## src/hw/adcst_cfg.svh

```systemverilog
// Purpose: constants of the converter sequence and trigger control
// Assumes: one 10 MHz clock
// Notes: offsets are not used, control bits are plain ports
`ifndef ADCST_CFG_SVH
`define ADCST_CFG_SVH

// trigger polarity encodings
`define ADCST_POL_SW      3'h0
`define ADCST_POL_RISE    3'h1
`define ADCST_POL_FALL    3'h2
`define ADCST_POL_BOTH    3'h3
`define ADCST_POL_HIGH    3'h4
`define ADCST_POL_LOW     3'h5
`define ADCST_POL_TIMER   3'h6
`define ADCST_POL_PWM     3'h7

// trigger inputs: 8 selectable, then timer and pwm
`define ADCST_TRIG_NUM    8
`define ADCST_SRC_NUM     10
`define ADCST_SRC_TIMER   4'h8
`define ADCST_SRC_PWM     4'h9

// result and fifo shape
`define ADCST_RES_W       13
`define ADCST_SAR_W       12
`define ADCST_FIFO_DEPTH  8

// reset values
`define ADCST_POS_RST     3'h0
`define ADCST_SAR_RST     12'h000

`endif

```

## src/hw/adcst_pkg.sv

```systemverilog
// Purpose: types of the converter sequence and trigger control
// Assumes: nothing
// Notes: encodings live in adcst_cfg.svh
package adcst_pkg;

    typedef enum logic [1:0] {
        ST_IDLE,
        ST_SAMPLE,
        ST_CONVERT,
        ST_WRITE
    } adcst_state_t;

endpackage : adcst_pkg

```

## src/hw/adcst_fifo.sv

```systemverilog
// Purpose: result fifo, show-ahead, head word held in a register
// Assumes: push only while wr_ready_out is high
// Notes: valid and ready on both sides
`timescale 1ns/1ps
`include "adcst_cfg.svh"

module adcst_fifo #(
    parameter int WIDTH = `ADCST_RES_W,
    parameter int DEPTH = `ADCST_FIFO_DEPTH
) (
    // clock and reset
    input wire logic clk_in,
    input wire logic rst_n_in,
    // write side
    input wire logic wr_valid_in,
    input wire logic [WIDTH-1:0] wr_data_in,
    output logic wr_ready_out,
    // read side
    output logic rd_valid_out,
    output logic [WIDTH-1:0] rd_data_out,
    input wire logic rd_ready_in
);
    localparam int AW = $clog2(DEPTH);
    localparam int CW = $clog2(DEPTH + 1);
    localparam logic [CW-1:0] FULL_CNT = CW'(DEPTH);

    logic [WIDTH-1:0] mem_q [DEPTH];
    logic [AW-1:0] wr_ptr_q, wr_ptr_d, rd_ptr_q, rd_ptr_d, head_idx;
    logic [CW-1:0] cnt_q, cnt_d;
    logic [WIDTH-1:0] head_q, head_d;
    logic valid_q, valid_d, full_q, full_d;
    logic push, pop;

    assign wr_ready_out = ~full_q;
    assign rd_valid_out = valid_q;
    assign rd_data_out = head_q;

    always_comb begin
        push = wr_valid_in & ~full_q;
        pop = rd_ready_in & valid_q;
        wr_ptr_d = push ? wr_ptr_q + AW'(1) : wr_ptr_q;
        rd_ptr_d = pop ? rd_ptr_q + AW'(1) : rd_ptr_q;
        cnt_d = cnt_q + CW'(push) - CW'(pop);
        head_idx = rd_ptr_d;
        // bypass a word written into the head slot this cycle
        head_d = (push && wr_ptr_q == head_idx) ? wr_data_in : mem_q[head_idx];
        valid_d = cnt_d != '0;
        full_d = cnt_d == FULL_CNT;
    end

    always_ff @(posedge clk_in) begin
        if (push) begin
            mem_q[wr_ptr_q] <= wr_data_in;
        end
    end

    always_ff @(posedge clk_in or negedge rst_n_in) begin
        if (!rst_n_in) begin
            wr_ptr_q <= '0;
            rd_ptr_q <= '0;
            cnt_q <= '0;
            head_q <= '0;
            valid_q <= 1'b0;
            full_q <= 1'b0;
        end else begin
            wr_ptr_q <= wr_ptr_d;
            rd_ptr_q <= rd_ptr_d;
            cnt_q <= cnt_d;
            head_q <= head_d;
            valid_q <= valid_d;
            full_q <= full_d;
        end
    end

endmodule : adcst_fifo

```

## src/hw/adcst_top.sv

```systemverilog
// Purpose: sequence, trigger, stop and flag control of the converter unit
// Assumes: comparator answers within the cycle the trial word is shown
// Notes: control bits are plain ports; set and clear requests are pulses
//
// Summary of operation
// stop aborts the running conversion; its result never reaches the fifo
// stop resets the sequence position to the first channel
// after abort, stop and start bits clear; software waits for start low
// stop keeps every status flag and all fifo data
// polarity 000 software only, 001 rising, 010 falling, 011 both edges
// polarity 100 high level, 101 low level, 110 timer, 111 pwm
// hardware triggers count only while the start bit is set
// hardware triggers during a conversion are dropped, not queued
// software changes polarity only while start reads zero
// source field picks one of eight trigger inputs
// software changes source only while start reads zero
// discontinuous mode converts one channel per trigger
// otherwise one trigger converts the whole sequence; next restarts it, or continuous mode restarts it at once
// discontinuous last channel raises both done events, then wraps
// resolution 12, 10, 8 or 6 bits; fewer bits finish sooner
// results are 13 bits, unused low bits zero
// software changes resolution only while the converter is disabled
// conversion-done flag sets on each new result; enable gates interrupt
// conversion-done clears by a write of one or a fifo read
// sampling-done flag sets at end of sampling; write one clears
// sequence-done flag sets when the last result is in the fifo
// start converts at once in software mode, else at next trigger
// results go into a 13 bit by 8 entry fifo
// software never sets discontinuous and continuous together
// triggers pass two flip-flops; edges compare with previous sample
// stop while idle completes on the next clock
`timescale 1ns/1ps
`include "adcst_cfg.svh"

module adcst_top
    import adcst_pkg::*;
(
    // clock and reset
    input wire logic clk_in,
    input wire logic reset_n_in,
    // software control
    input wire logic converter_enable_in,
    input wire logic start_set_in,
    input wire logic stop_set_in,
    input wire logic [2:0] trigger_polarity_sel_in,
    input wire logic [2:0] trigger_source_sel_in,
    input wire logic discontinuous_enable_in,
    input wire logic continuous_enable_in,
    input wire logic [1:0] conversion_resolution_in,
    input wire logic [2:0] sequence_last_in,
    input wire logic [3:0] sample_cycles_in,
    // interrupt enables and flag clears
    input wire logic conversion_done_irq_en_in,
    input wire logic sampling_done_irq_en_in,
    input wire logic sequence_done_irq_en_in,
    input wire logic conversion_done_clr_in,
    input wire logic sampling_done_clr_in,
    input wire logic sequence_done_clr_in,
    // trigger pins
    input wire logic [`ADCST_TRIG_NUM-1:0] trigger_input_in,
    input wire logic periodic_timer_in,
    input wire logic pwm_in,
    // analog core
    input wire logic core_cmp_in,
    output logic core_sample_out,
    output logic [`ADCST_SAR_W-1:0] core_dac_out,
    output logic [2:0] seq_pos_out,
    // status
    output logic start_request_out,
    output logic stop_request_out,
    output logic conversion_done_flag_out,
    output logic sampling_done_flag_out,
    output logic sequence_done_flag_out,
    output logic irq_out,
    // result stream
    output logic result_valid_out,
    output logic [`ADCST_RES_W-1:0] result_data_out,
    input wire logic result_ready_in
);

    ////////////////////////////////////////////////////////////////////////
    // reset release and trigger synchronisers

    logic rst_s1_q, rst_n;
    logic [`ADCST_SRC_NUM-1:0] src_raw, src_s1_q, src_s2_q, src_prev_q, rise, fall;

    always_ff @(posedge clk_in or negedge reset_n_in) begin
        if (!reset_n_in) begin
            rst_s1_q <= 1'b0;
            rst_n <= 1'b0;
        end else begin
            rst_s1_q <= 1'b1;
            rst_n <= rst_s1_q;
        end
    end

    assign src_raw = {pwm_in, periodic_timer_in, trigger_input_in};

    genvar gi;
    generate
        for (gi = 0; gi < `ADCST_SRC_NUM; gi++) begin : g_sync
            always_ff @(posedge clk_in or negedge rst_n) begin
                if (!rst_n) begin
                    src_s1_q[gi] <= 1'b0;
                    src_s2_q[gi] <= 1'b0;
                    src_prev_q[gi] <= 1'b0;
                end else begin
                    src_s1_q[gi] <= src_raw[gi];
                    src_s2_q[gi] <= src_s1_q[gi];
                    src_prev_q[gi] <= src_s2_q[gi];
                end
            end
            assign rise[gi] = src_s2_q[gi] & ~src_prev_q[gi];
            assign fall[gi] = ~src_s2_q[gi] & src_prev_q[gi];
        end
    endgenerate

    ////////////////////////////////////////////////////////////////////////
    // trigger decode

    logic hw_trig;
    logic sel_now, sel_rise, sel_fall;

    always_comb begin
        sel_now = src_s2_q[trigger_source_sel_in];
        sel_rise = rise[trigger_source_sel_in];
        sel_fall = fall[trigger_source_sel_in];
        case (trigger_polarity_sel_in)
            `ADCST_POL_RISE: hw_trig = sel_rise;
            `ADCST_POL_FALL: hw_trig = sel_fall;
            `ADCST_POL_BOTH: hw_trig = sel_rise | sel_fall;
            `ADCST_POL_HIGH: hw_trig = sel_now;
            `ADCST_POL_LOW: hw_trig = ~sel_now;
            `ADCST_POL_TIMER: hw_trig = rise[`ADCST_SRC_TIMER];
            `ADCST_POL_PWM: hw_trig = rise[`ADCST_SRC_PWM];
            default: hw_trig = 1'b0;
        endcase
    end

    ////////////////////////////////////////////////////////////////////////
    // sequencer

    adcst_state_t state_q, state_d;
    logic start_q, start_d, stop_q, stop_d, sw_go_q, sw_go_d;
    logic [2:0] pos_q, pos_d;
    logic [3:0] smp_cnt_q, smp_cnt_d, bit_q, bit_d, last_bit;
    logic [`ADCST_SAR_W-1:0] sar_q, sar_d, dac_q, dac_d, sar_new;
    logic sw_mode, go, last_pos, smp_end, sar_done, fifo_push, fifo_ready;
    logic sample_q, sample_d;

    always_comb begin
        sw_mode = trigger_polarity_sel_in == `ADCST_POL_SW;
        last_pos = pos_q == sequence_last_in;
        // hardware triggers only in idle with start set: never queued
        go = start_q && !stop_q && state_q == ST_IDLE
            && (sw_go_q || (!sw_mode && hw_trig));
        smp_end = smp_cnt_q == sample_cycles_in;
        // lowest trial bit: two fewer steps per resolution code
        last_bit = {1'b0, conversion_resolution_in, 1'b0};
        sar_new = core_cmp_in ? dac_q : sar_q;
        sar_done = bit_q == last_bit;
        fifo_push = state_q == ST_WRITE && fifo_ready && !stop_q;
        state_d = state_q;
        start_d = start_q;
        stop_d = stop_q;
        sw_go_d = sw_go_q;
        pos_d = pos_q;
        smp_cnt_d = smp_cnt_q;
        bit_d = bit_q;
        sar_d = sar_q;
        dac_d = dac_q;
        if (stop_q) begin
            // abort drops the pending word and rewinds the sequence
            state_d = ST_IDLE;
            pos_d = `ADCST_POS_RST;
            stop_d = 1'b0;
            start_d = 1'b0;
            sw_go_d = 1'b0;
        end else begin
            if (stop_set_in) begin
                stop_d = 1'b1;
            end else if (start_set_in && converter_enable_in && !start_q) begin
                start_d = 1'b1;
                sw_go_d = sw_mode;
            end
            case (state_q)
                ST_IDLE: begin
                    if (go) begin
                        state_d = ST_SAMPLE;
                        sw_go_d = 1'b0;
                        smp_cnt_d = 4'h0;
                    end
                end
                ST_SAMPLE: begin
                    smp_cnt_d = smp_cnt_q + 4'h1;
                    if (smp_end) begin
                        state_d = ST_CONVERT;
                        bit_d = 4'(`ADCST_SAR_W - 1);
                        sar_d = `ADCST_SAR_RST;
                        dac_d = 12'h800;
                    end
                end
                ST_CONVERT: begin
                    sar_d = sar_new;
                    if (sar_done) begin
                        state_d = ST_WRITE;
                    end else begin
                        bit_d = bit_q - 4'h1;
                        dac_d = sar_new | (12'h001 << (bit_q - 4'h1));
                    end
                end
                ST_WRITE: begin
                    // a full fifo holds the result here and stalls the sequence
                    if (fifo_push) begin
                        pos_d = last_pos ? `ADCST_POS_RST : pos_q + 3'h1;
                        smp_cnt_d = 4'h0;
                        if (discontinuous_enable_in) begin
                            state_d = ST_IDLE;
                            start_d = !sw_mode;
                        end else if (!last_pos || continuous_enable_in) begin
                            state_d = ST_SAMPLE;
                        end else begin
                            state_d = ST_IDLE;
                            start_d = !sw_mode;
                        end
                    end
                end
                default: state_d = ST_IDLE;
            endcase
        end
        sample_d = state_d == ST_SAMPLE;
    end

    always_ff @(posedge clk_in or negedge rst_n) begin
        if (!rst_n) begin
            state_q <= ST_IDLE;
            start_q <= 1'b0;
            stop_q <= 1'b0;
            sw_go_q <= 1'b0;
            pos_q <= `ADCST_POS_RST;
            smp_cnt_q <= 4'h0;
            bit_q <= 4'h0;
            sar_q <= `ADCST_SAR_RST;
            dac_q <= `ADCST_SAR_RST;
            sample_q <= 1'b0;
        end else begin
            state_q <= state_d;
            start_q <= start_d;
            stop_q <= stop_d;
            sw_go_q <= sw_go_d;
            pos_q <= pos_d;
            smp_cnt_q <= smp_cnt_d;
            bit_q <= bit_d;
            sar_q <= sar_d;
            dac_q <= dac_d;
            sample_q <= sample_d;
        end
    end

    ////////////////////////////////////////////////////////////////////////
    // flags and interrupt

    logic eoc_q, eoc_d, sampling_done_flag_q, sampling_done_flag_d, eoseq_q, eoseq_d, irq_q, irq_d, rd_fire;

    always_comb begin
        rd_fire = result_ready_in & result_valid_out;
        // set wins over clear; stop clears none of these
        eoc_d = fifo_push | (eoc_q & ~conversion_done_clr_in & ~rd_fire);
        sampling_done_flag_d = (state_q == ST_SAMPLE && smp_end && !stop_q)
            | (sampling_done_flag_q & ~sampling_done_clr_in);
        eoseq_d = (fifo_push & last_pos) | (eoseq_q & ~sequence_done_clr_in);
        irq_d = (eoc_d & conversion_done_irq_en_in) | (sampling_done_flag_d & sampling_done_irq_en_in)
            | (eoseq_d & sequence_done_irq_en_in);
    end

    always_ff @(posedge clk_in or negedge rst_n) begin
        if (!rst_n) begin
            eoc_q <= 1'b0;
            sampling_done_flag_q <= 1'b0;
            eoseq_q <= 1'b0;
            irq_q <= 1'b0;
        end else begin
            eoc_q <= eoc_d;
            sampling_done_flag_q <= sampling_done_flag_d;
            eoseq_q <= eoseq_d;
            irq_q <= irq_d;
        end
    end

    ////////////////////////////////////////////////////////////////////////
    // result fifo and outputs

    logic [`ADCST_RES_W-1:0] push_data;
    assign push_data = {1'b0, sar_q};

    adcst_fifo u_fifo (
        .clk_in(clk_in),
        .rst_n_in(rst_n),
        .wr_valid_in(fifo_push),
        .wr_data_in(push_data),
        .wr_ready_out(fifo_ready),
        .rd_valid_out(result_valid_out),
        .rd_data_out(result_data_out),
        .rd_ready_in(result_ready_in)
    );

    assign core_sample_out = sample_q;
    assign core_dac_out = dac_q;
    assign seq_pos_out = pos_q;
    assign start_request_out = start_q;
    assign stop_request_out = stop_q;
    assign conversion_done_flag_out = eoc_q;
    assign sampling_done_flag_out = sampling_done_flag_q;
    assign sequence_done_flag_out = eoseq_q;
    assign irq_out = irq_q;

    ////////////////////////////////////////////////////////////////////////
    // checks

    logic [3:0] conv_cyc_q;
    always_ff @(posedge clk_in or negedge rst_n) begin
        if (!rst_n) begin
            conv_cyc_q <= 4'h0;
        end else begin
            conv_cyc_q <= (state_q == ST_CONVERT) ? conv_cyc_q + 4'h1 : 4'h0;
        end
    end
endmodule : adcst_top

```

## config.mk

```make
export PLATFORM = sky130hd
export DESIGN_NAME = adcst_top
export DESIGN_NICKNAME = d
export VERILOG_FILES = /design/src/hw/adcst_pkg.sv /design/src/hw/adcst_fifo.sv /design/src/hw/adcst_top.sv
export VERILOG_INCLUDE_DIRS = /design/src /design/src/hw
export SDC_FILE = /design/constraint.sdc
export NUM_CORES = 1
export LEC_CHECK = 0
export BUFFER_PORTS_ARGS = -buffer_cell sky130_fd_sc_hd__buf_2
export CORE_MARGIN = 2
export CORE_UTILIZATION = 63
export CTS_CLUSTER_SIZE = 25
export DETAILED_ROUTE_END_ITERATION = 8
export PLACE_DENSITY_LB_ADDON = 0.12
export SLEW_MARGIN = 20
export SYNTH_ARGS = -nofsm -noshare
export SYNTH_HDL_FRONTEND = slang
export SYNTH_SLANG_ARGS = --single-unit
```

## constraint.sdc

```tcl
create_clock -name clk_in -period 4.6 [get_ports clk_in]
set_input_delay 0.92 -clock clk_in [delete_from_list [all_inputs] [get_ports clk_in]]
set_output_delay 0.92 -clock clk_in [all_outputs]
set_load 0.1 [all_outputs]
```

Word-level counts from Yosys, hierarchy flattened
Memory sizes are Yosys's and may differ from the RTL's. A register that Yosys moved wholly into a read port is not among the register bits.
Index checks and enable logic that the tools add are counted.
{"block": "word_totals", "register_bits": 102, "ram_bits": 96, "in_bits": 40, "mem_count": 1}
{"block": "op_classes", "n_addsub": 7, "magnitude_cmp": 1, "eq_ne": 20, "shift": 1, "muxes": 49, "n_bitwise": 60, "reduce_logical": 29}
{"memory": "u_fifo.mem_q", "words": 8, "width": 12, "rd": 1, "rd_ports_with_merged_regs": 1, "write_ports": 1, "line": "adcst_fifo.sv:27", "rtl": "logic [WIDTH-1:0] mem_q [DEPTH];"}
{"operator": "$mux 12", "count": 4}
{"operator": "$pmux 12 s2", "count": 2}
{"operator": "$and 1x1->1", "count": 28}
{"operator": "$not 1->1", "count": 25}
{"operator": "$mux 1", "count": 21}
{"operator": "$mux 4", "count": 4}
{"operator": "$mux 3", "count": 5}
{"operator": "$mux 13", "count": 1}
{"operator": "$eq 3x3->1 const B", "count": 4}
{"operator": "$or 12x12->12", "count": 1}
{"operator": "$pmux 4 s3", "count": 1}
{"operator": "$shl 1x4->12 const A", "count": 1}
{"operator": "$logic_and 1x1->1", "count": 11}
{"operator": "$mux 2", "count": 5}
{"operator": "$add 3x1->3 const B", "count": 3}
{"operator": "$bmux 1 s3", "count": 3}
{"operator": "$ne 2x2->1 const B", "count": 4}
{"operator": "$pmux 2 s4", "count": 1}
{"operator": "$pmux 4 s2", "count": 1}
{"operator": "$reduce_and 4->1", "count": 2}
{"operator": "$pmux 1 s7", "count": 1}
{"operator": "$eq 3x2->1 const B", "count": 2}
{"operator": "$eq 3x3->1", "count": 2}
{"operator": "$or 1x1->1", "count": 6}
{"operator": "other kinds (20)", "count": 29}

Longest topological paths before layout
{"block": "logic_depth", "depth_word": 13, "ltp_mapped": 11, "mapped_depth_nobuf": 10}

Cells and area by module
Synthesis repeated with hierarchy kept, for this count alone.
{"block": "unflattened", "hier_cells": 804, "hier_area_um2": 9596.7}
{"module": "adcst_fifo", "instances": 1, "cells_each": 494, "area_per_inst_um2": 6107.1, "seq_area_each_um2": 3748.6}
{"module": "adcst_top", "instances": 1, "cells_each": 310, "area_per_inst_um2": 3489.6, "seq_area_each_um2": 1926.8}

Worst setup path after synthesis
OpenSTA, ideal clock, no wires.
{"block": "synth_path", "kind": "reg-to-reg", "from": "register stop_q, in the netlist stop_request_out", "to": "memory u_fifo.mem_q[0][0] (netlist name) (enable)", "arrival_ns": 2.555, "t_required_ns": 4.204, "path_slack_ns": 1.649, "stages_incl_launch_ff": 6, "period_less_slack_ns": 2.951, "cell_sequence": "dfrtp_1 or3_1 buf_2 inv_1 nand2b_1 nor3_1"}
{"block": "synth_between", "elab_chain_cells": 5}
{"item": "from (decl)", "line": "adcst_top.sv:144", "rtl": "logic start_q, start_d, stop_q, stop_d, sw_go_q, sw_go_d;"}
{"item": "from (signal assigned)", "line": "adcst_top.sv:249", "rtl": "stop_q <= stop_d;"}
{"item": "$logic_not 1->1", "line": "adcst_top.sv:162", "rtl": "fifo_push = state_q == ST_WRITE && fifo_ready && !stop_q;"}
{"item": "$logic_and 1x1->1", "line": "adcst_top.sv:162"}
{"item": "$and 1x1->1", "line": "adcst_fifo.sv:39", "rtl": "push = wr_valid_in & ~full_q;"}
{"item": "net u_fifo.push", "line": "adcst_fifo.sv:32", "rtl": "logic push, pop;"}
{"item": "$mux 1", "line": "adcst_fifo.sv:52", "rtl": "if (push) begin"}
{"item": "$mux 1 (not written as such)", "line": "adcst_fifo.sv:53", "rtl": "mem_q[wr_ptr_q] <= wr_data_in;"}
{"item": "to (decl)", "line": "adcst_fifo.sv:27"}
The timed path passes the listed nets, and every way through them passes these cells.

Final worst setup path
{"block": "layout_path", "from": "register state_q[1]", "to": "register u_fifo.full_q"}
{"block": "layout_between", "elab_chain_cells": 7}
{"item": "from (decl)", "line": "adcst_top.sv:143", "rtl": "adcst_state_t state_q, state_d;"}
{"item": "from (signal assigned)", "line": "adcst_top.sv:247", "rtl": "state_q <= state_d;"}
{"item": "$eq 2x2->1", "line": "adcst_top.sv:162"}
{"item": "$logic_and 1x1->1 (2 in a row)", "line": "adcst_top.sv:162"}
{"item": "$and 1x1->1", "line": "adcst_fifo.sv:39"}
{"item": "net u_fifo.push", "line": "adcst_fifo.sv:32"}
{"item": "$add 4x1->4", "line": "adcst_fifo.sv:43", "rtl": "cnt_d = cnt_q + CW'(push) - CW'(pop);"}
{"item": "$sub 4x1->4", "line": "adcst_fifo.sv:43"}
{"item": "net u_fifo.cnt_d[1]", "line": "adcst_fifo.sv:29", "rtl": "logic [CW-1:0] cnt_q, cnt_d;"}
{"item": "$eq 4x4->1", "line": "adcst_fifo.sv:48", "rtl": "full_d = cnt_d == FULL_CNT;"}
{"item": "net u_fifo.full_d", "line": "adcst_fifo.sv:31", "rtl": "logic valid_q, valid_d, full_q, full_d;"}
{"item": "to (signal assigned)", "line": "adcst_fifo.sv:71", "rtl": "full_q <= full_d;"}
{"item": "to (decl)", "line": "adcst_fifo.sv:31"}
The timed path passes the listed nets, and every way through them passes these cells.
A chain may end at the register's enable or synchronous reset.

==> impl_metrics.env <==
export IMPL_max_slew_margin=0.406
export IMPL_rsz0062_at_grt="no"
export IMPL_crit_path_end_kind="flop"
export IMPL_max_freq_mhz=368
export IMPL_cap_violations=0
export IMPL_grt_ovfl_total=0
export IMPL_holdWs_ns=0.259
export IMPL_status="finished clean"
export IMPL_dp_hpwl_microns=10500
export IMPL_grt_start_max_net_pins=73
export IMPL_wl_microns=15500
export IMPL_synth_top_flop_cell="dfrtp_1"
export IMPL_post_cts_buffers=0
export IMPL_fill_cells=844
export IMPL_finalCriticalPeriod_ns=2.72
export IMPL_grt_pass1_vias=4896
export IMPL_netlist_top_cells_area="edfxtp_1 35%, dfrtp_1 31%, mux4_2 7.5%"
export IMPL_grt_usage=0.241
export IMPL_htree_num_levels=4
export IMPL_hp_class="in -> async"
export IMPL_core_region_area_sq_um=12600
export IMPL_setup_viol=0
export IMPL_grt_pass1_wl_microns=25400
export IMPL_post_drt_via_cell_ratio=5.76
export IMPL_synthDominantCellAreaShare=0.354
export IMPL_fin_crit_sh=0.591
export IMPL_post_cts_hold_buffer_count=0
export IMPL_syn_area_sq_um=8140
export IMPL_synth_area_leader_cell="edfxtp_1"
export IMPL_io_pins=76
export IMPL_yosysUniqueCellTypes=63
export IMPL_synthesis_instances=561
export IMPL_syn_to_final_growth_pct=14.1
export IMPL_antenna_cells=0
export IMPL_power_leakage_nw=3.84
export IMPL_required_ns=4.95
export IMPL_path_clk_slew_ns=0.07
export IMPL_antenna_found_initial=0
export IMPL_rr_worst_depth=9
export IMPL_nNetsFinal=698
export IMPL_cts_sinks=197
export IMPL_cp_max_fo=11
export IMPL_drtIter0Drc=314
export IMPL_power_switching_mw=1.84
export IMPL_critPathArrivalTime_ns=3.07
export IMPL_io_buffer_count=74
export IMPL_clockPowerShare=0.268
export IMPL_die_y_microns=118
export IMPL_die_area_sq_um=13800
export IMPL_critical_path_class="reg -> reg"
export IMPL_final_core_util=0.735
export IMPL_die_x_microns=118
export IMPL_power_density_nw_per_um2=559
export IMPL_clock_latency_ns=0.43
export IMPL_drcViolationCount=0
export IMPL_cts_max_path_buffers=2
export IMPL_worst_setup_path_start_kind="flop"
export IMPL_rows=41
export IMPL_dr_pass1_iters=5
export IMPL_postRouteAntennaNets=0
export IMPL_swShare=0.355
export IMPL_synth_edf_count=96
export IMPL_numCtsBuffers=17
export IMPL_syn_num_nets=615
export IMPL_drive_above_1_share=0.239
export IMPL_hold_viol_final=0
export IMPL_ys_async_sr_fraction=0.513
export IMPL_worstReg2RegStart="state_q[1]"
export IMPL_combPwrFrac=0.306
export IMPL_final_max_slew_viol_count=0
export IMPL_cts_root_buf="clkbuf_16"
export IMPL_ir_drop_v=0.000350
export IMPL_postCtsResizedCells=0
export IMPL_routabilityCongestion=0.840
export IMPL_start_util=0.645
export IMPL_r2r_slack_ns=1.88
export IMPL_cts_tree="built"
export IMPL_seqPwrFrac=0.426
export IMPL_synth_avg_cell_area_sq_um=14.5
export IMPL_synth_seq_cells=197
export IMPL_finClkSkew_ns=0.00934
export IMPL_synth_seq_area_share=0.665
export IMPL_p_total_mw=5.19
export IMPL_rr_endpoint="u_fifo.full_q"
export IMPL_intPower_mw=3.35
export IMPL_vias=4774
export IMPL_yosysWarnings=0
export IMPL_wl_per_cell_microns=18.7
export IMPL_tightest_slew_ns=0.891
export IMPL_setup_tns_ns=0
worst max-delay path, cell delays in order (launching register included):
cell and delay [ns]:
dfrtp_1 0.52, nand2_1 0.11, or3_1 0.49, inv_1 0.28
ha_1 0.23, inv_1 0.06, fa_1 0.50, inv_1 0.05
nor3_1 0.22, nor2b_1 0.17
kinds of logic (layout without fill, tap and decap cells):
kind of cell	Yosys count	in the layout	synth area share
multiplexers	43	43	0.0950
flip-flops	197	197	0.665
AO/OA/AOI/OAI	93	93	0.0792
other	2	2	0.000923
buffers and inverters	46	142	0.0248
XOR/XNOR	21	21	0.0235
AND/OR/NAND/NOR	145	145	0.0891
adder cells (fa/ha/maj)	14	14	0.0225
Yosys cell counts, types with 6 or more instances:
cell / instances
a21oi_1: 15
a22o_1: 14
a22oi_1: 6
buf_2: 8
clkbuf_1: 9
dfrtp_1: 101
edfxtp_1: 96
ha_1: 13
inv_1: 22
mux2i_1: 14
mux4_2: 27
nand2_1: 53
nand2b_1: 10
nand3_1: 6
nor2_1: 29
nor2b_1: 13
nor3_1: 12
o21ai_0: 25
xnor2_1: 10
xor2_1: 10
worst max-delay path by stage:
stage / from / endpoint / slack [ns] / cells after the start
after floorplan: rst_n / bit_q[0] / 1.58 / 0
after global placement: result_ready_in / u_fifo.rd_data_out[4] / 1.49 / 7
after detailed placement: result_ready_in / u_fifo.rd_data_out[3] / 1.42 / 7
after CTS: result_ready_in / u_fifo.rd_data_out[3] / 1.86 / 7
after global routing: state_q[1] / u_fifo.full_q / 1.64 / 9
final: state_q[1] / u_fifo.full_q / 1.88 / 9
state kept, by name, summed over array words and instances, names as in the netlist, 10 cells and up:
signal              count
src_prev_q             10
sar_q                  12
u_fifo.rd_data_out     12
u_fifo.mem_q           96
core_dac_out           12
src_s1_q               10
src_s2_q               10
cells in the final DEF, fill, tap and decap left out, types with 6 or more instances in the layout:
master,synthesis,final
nor2b_1,13,13
a22oi_1,6,6
a21oi_1,15,15
xnor2_1,10,10
mux2i_1,14,14
inv_1,22,22
o21ai_0,25,25
nand2_1,53,53
ha_1,13,13
nor2_1,29,29
clkbuf_16,0,17
buf_2,8,74
nor3_1,12,12
nand2b_1,10,10
nand3_1,6,6
a22o_1,14,14
mux4_2,27,27
dfrtp_1,101,100
xor2_1,10,10
buf_4,3,13
edfxtp_1,96,96
power by group through the flow:
| stage | clock [mW] | sequential, mW | combinational (mW) |
|---|---|---|---|
| final | 1.39 | 2.21 | 1.59 |
| after global routing | 1.48 | 2.23 | 1.70 |
| after CTS | 1.42 | 2.21 | 1.61 |
| after detailed placement | 0 | 2.24 | 1.60 |
| after global placement | 0 | 2.23 | 1.55 |
| after floorplan | 0 | 2.69 | 0.832 |
metal layers:
metal  vias to the layer above  GRT usage  part of all wire
li1                       2225          -                 -
met1                      2428      0.311              0.43
met2                       100      0.410              0.52
met3                        21     0.0514             0.032
met4                         0     0.0836             0.012
met5                         -          0                 0
metrics by stage:
step | worst slack, ns | instance area, sq um | std cells
2_1_floorplan | 1.58 | 8140 | 561
6_report | 1.88 | 9280 | 829
3_5_place_dp | 1.42 | 8720 | 797
4_1_cts | 1.86 | 9280 | 829
5_1_grt | 1.64 | 9280 | 829
3_3_place_gp | 1.49 | 8720 | 797
area by class of cell:
type / count / area (sq um) / share of cell area
well taps: 172 / 215 / 0.0232
inverters: 23 / 86.3 / 0.00930
flip-flops and latches: 197 / 5410 / 0.583
multi-input cells: 318 / 2530 / 0.273
clock buffers: 21 / 460 / 0.0496
clock inverters: 11 / 103 / 0.0111
repair buffers: 87 / 468 / 0.0504
(Power assumes the default switching activity.)
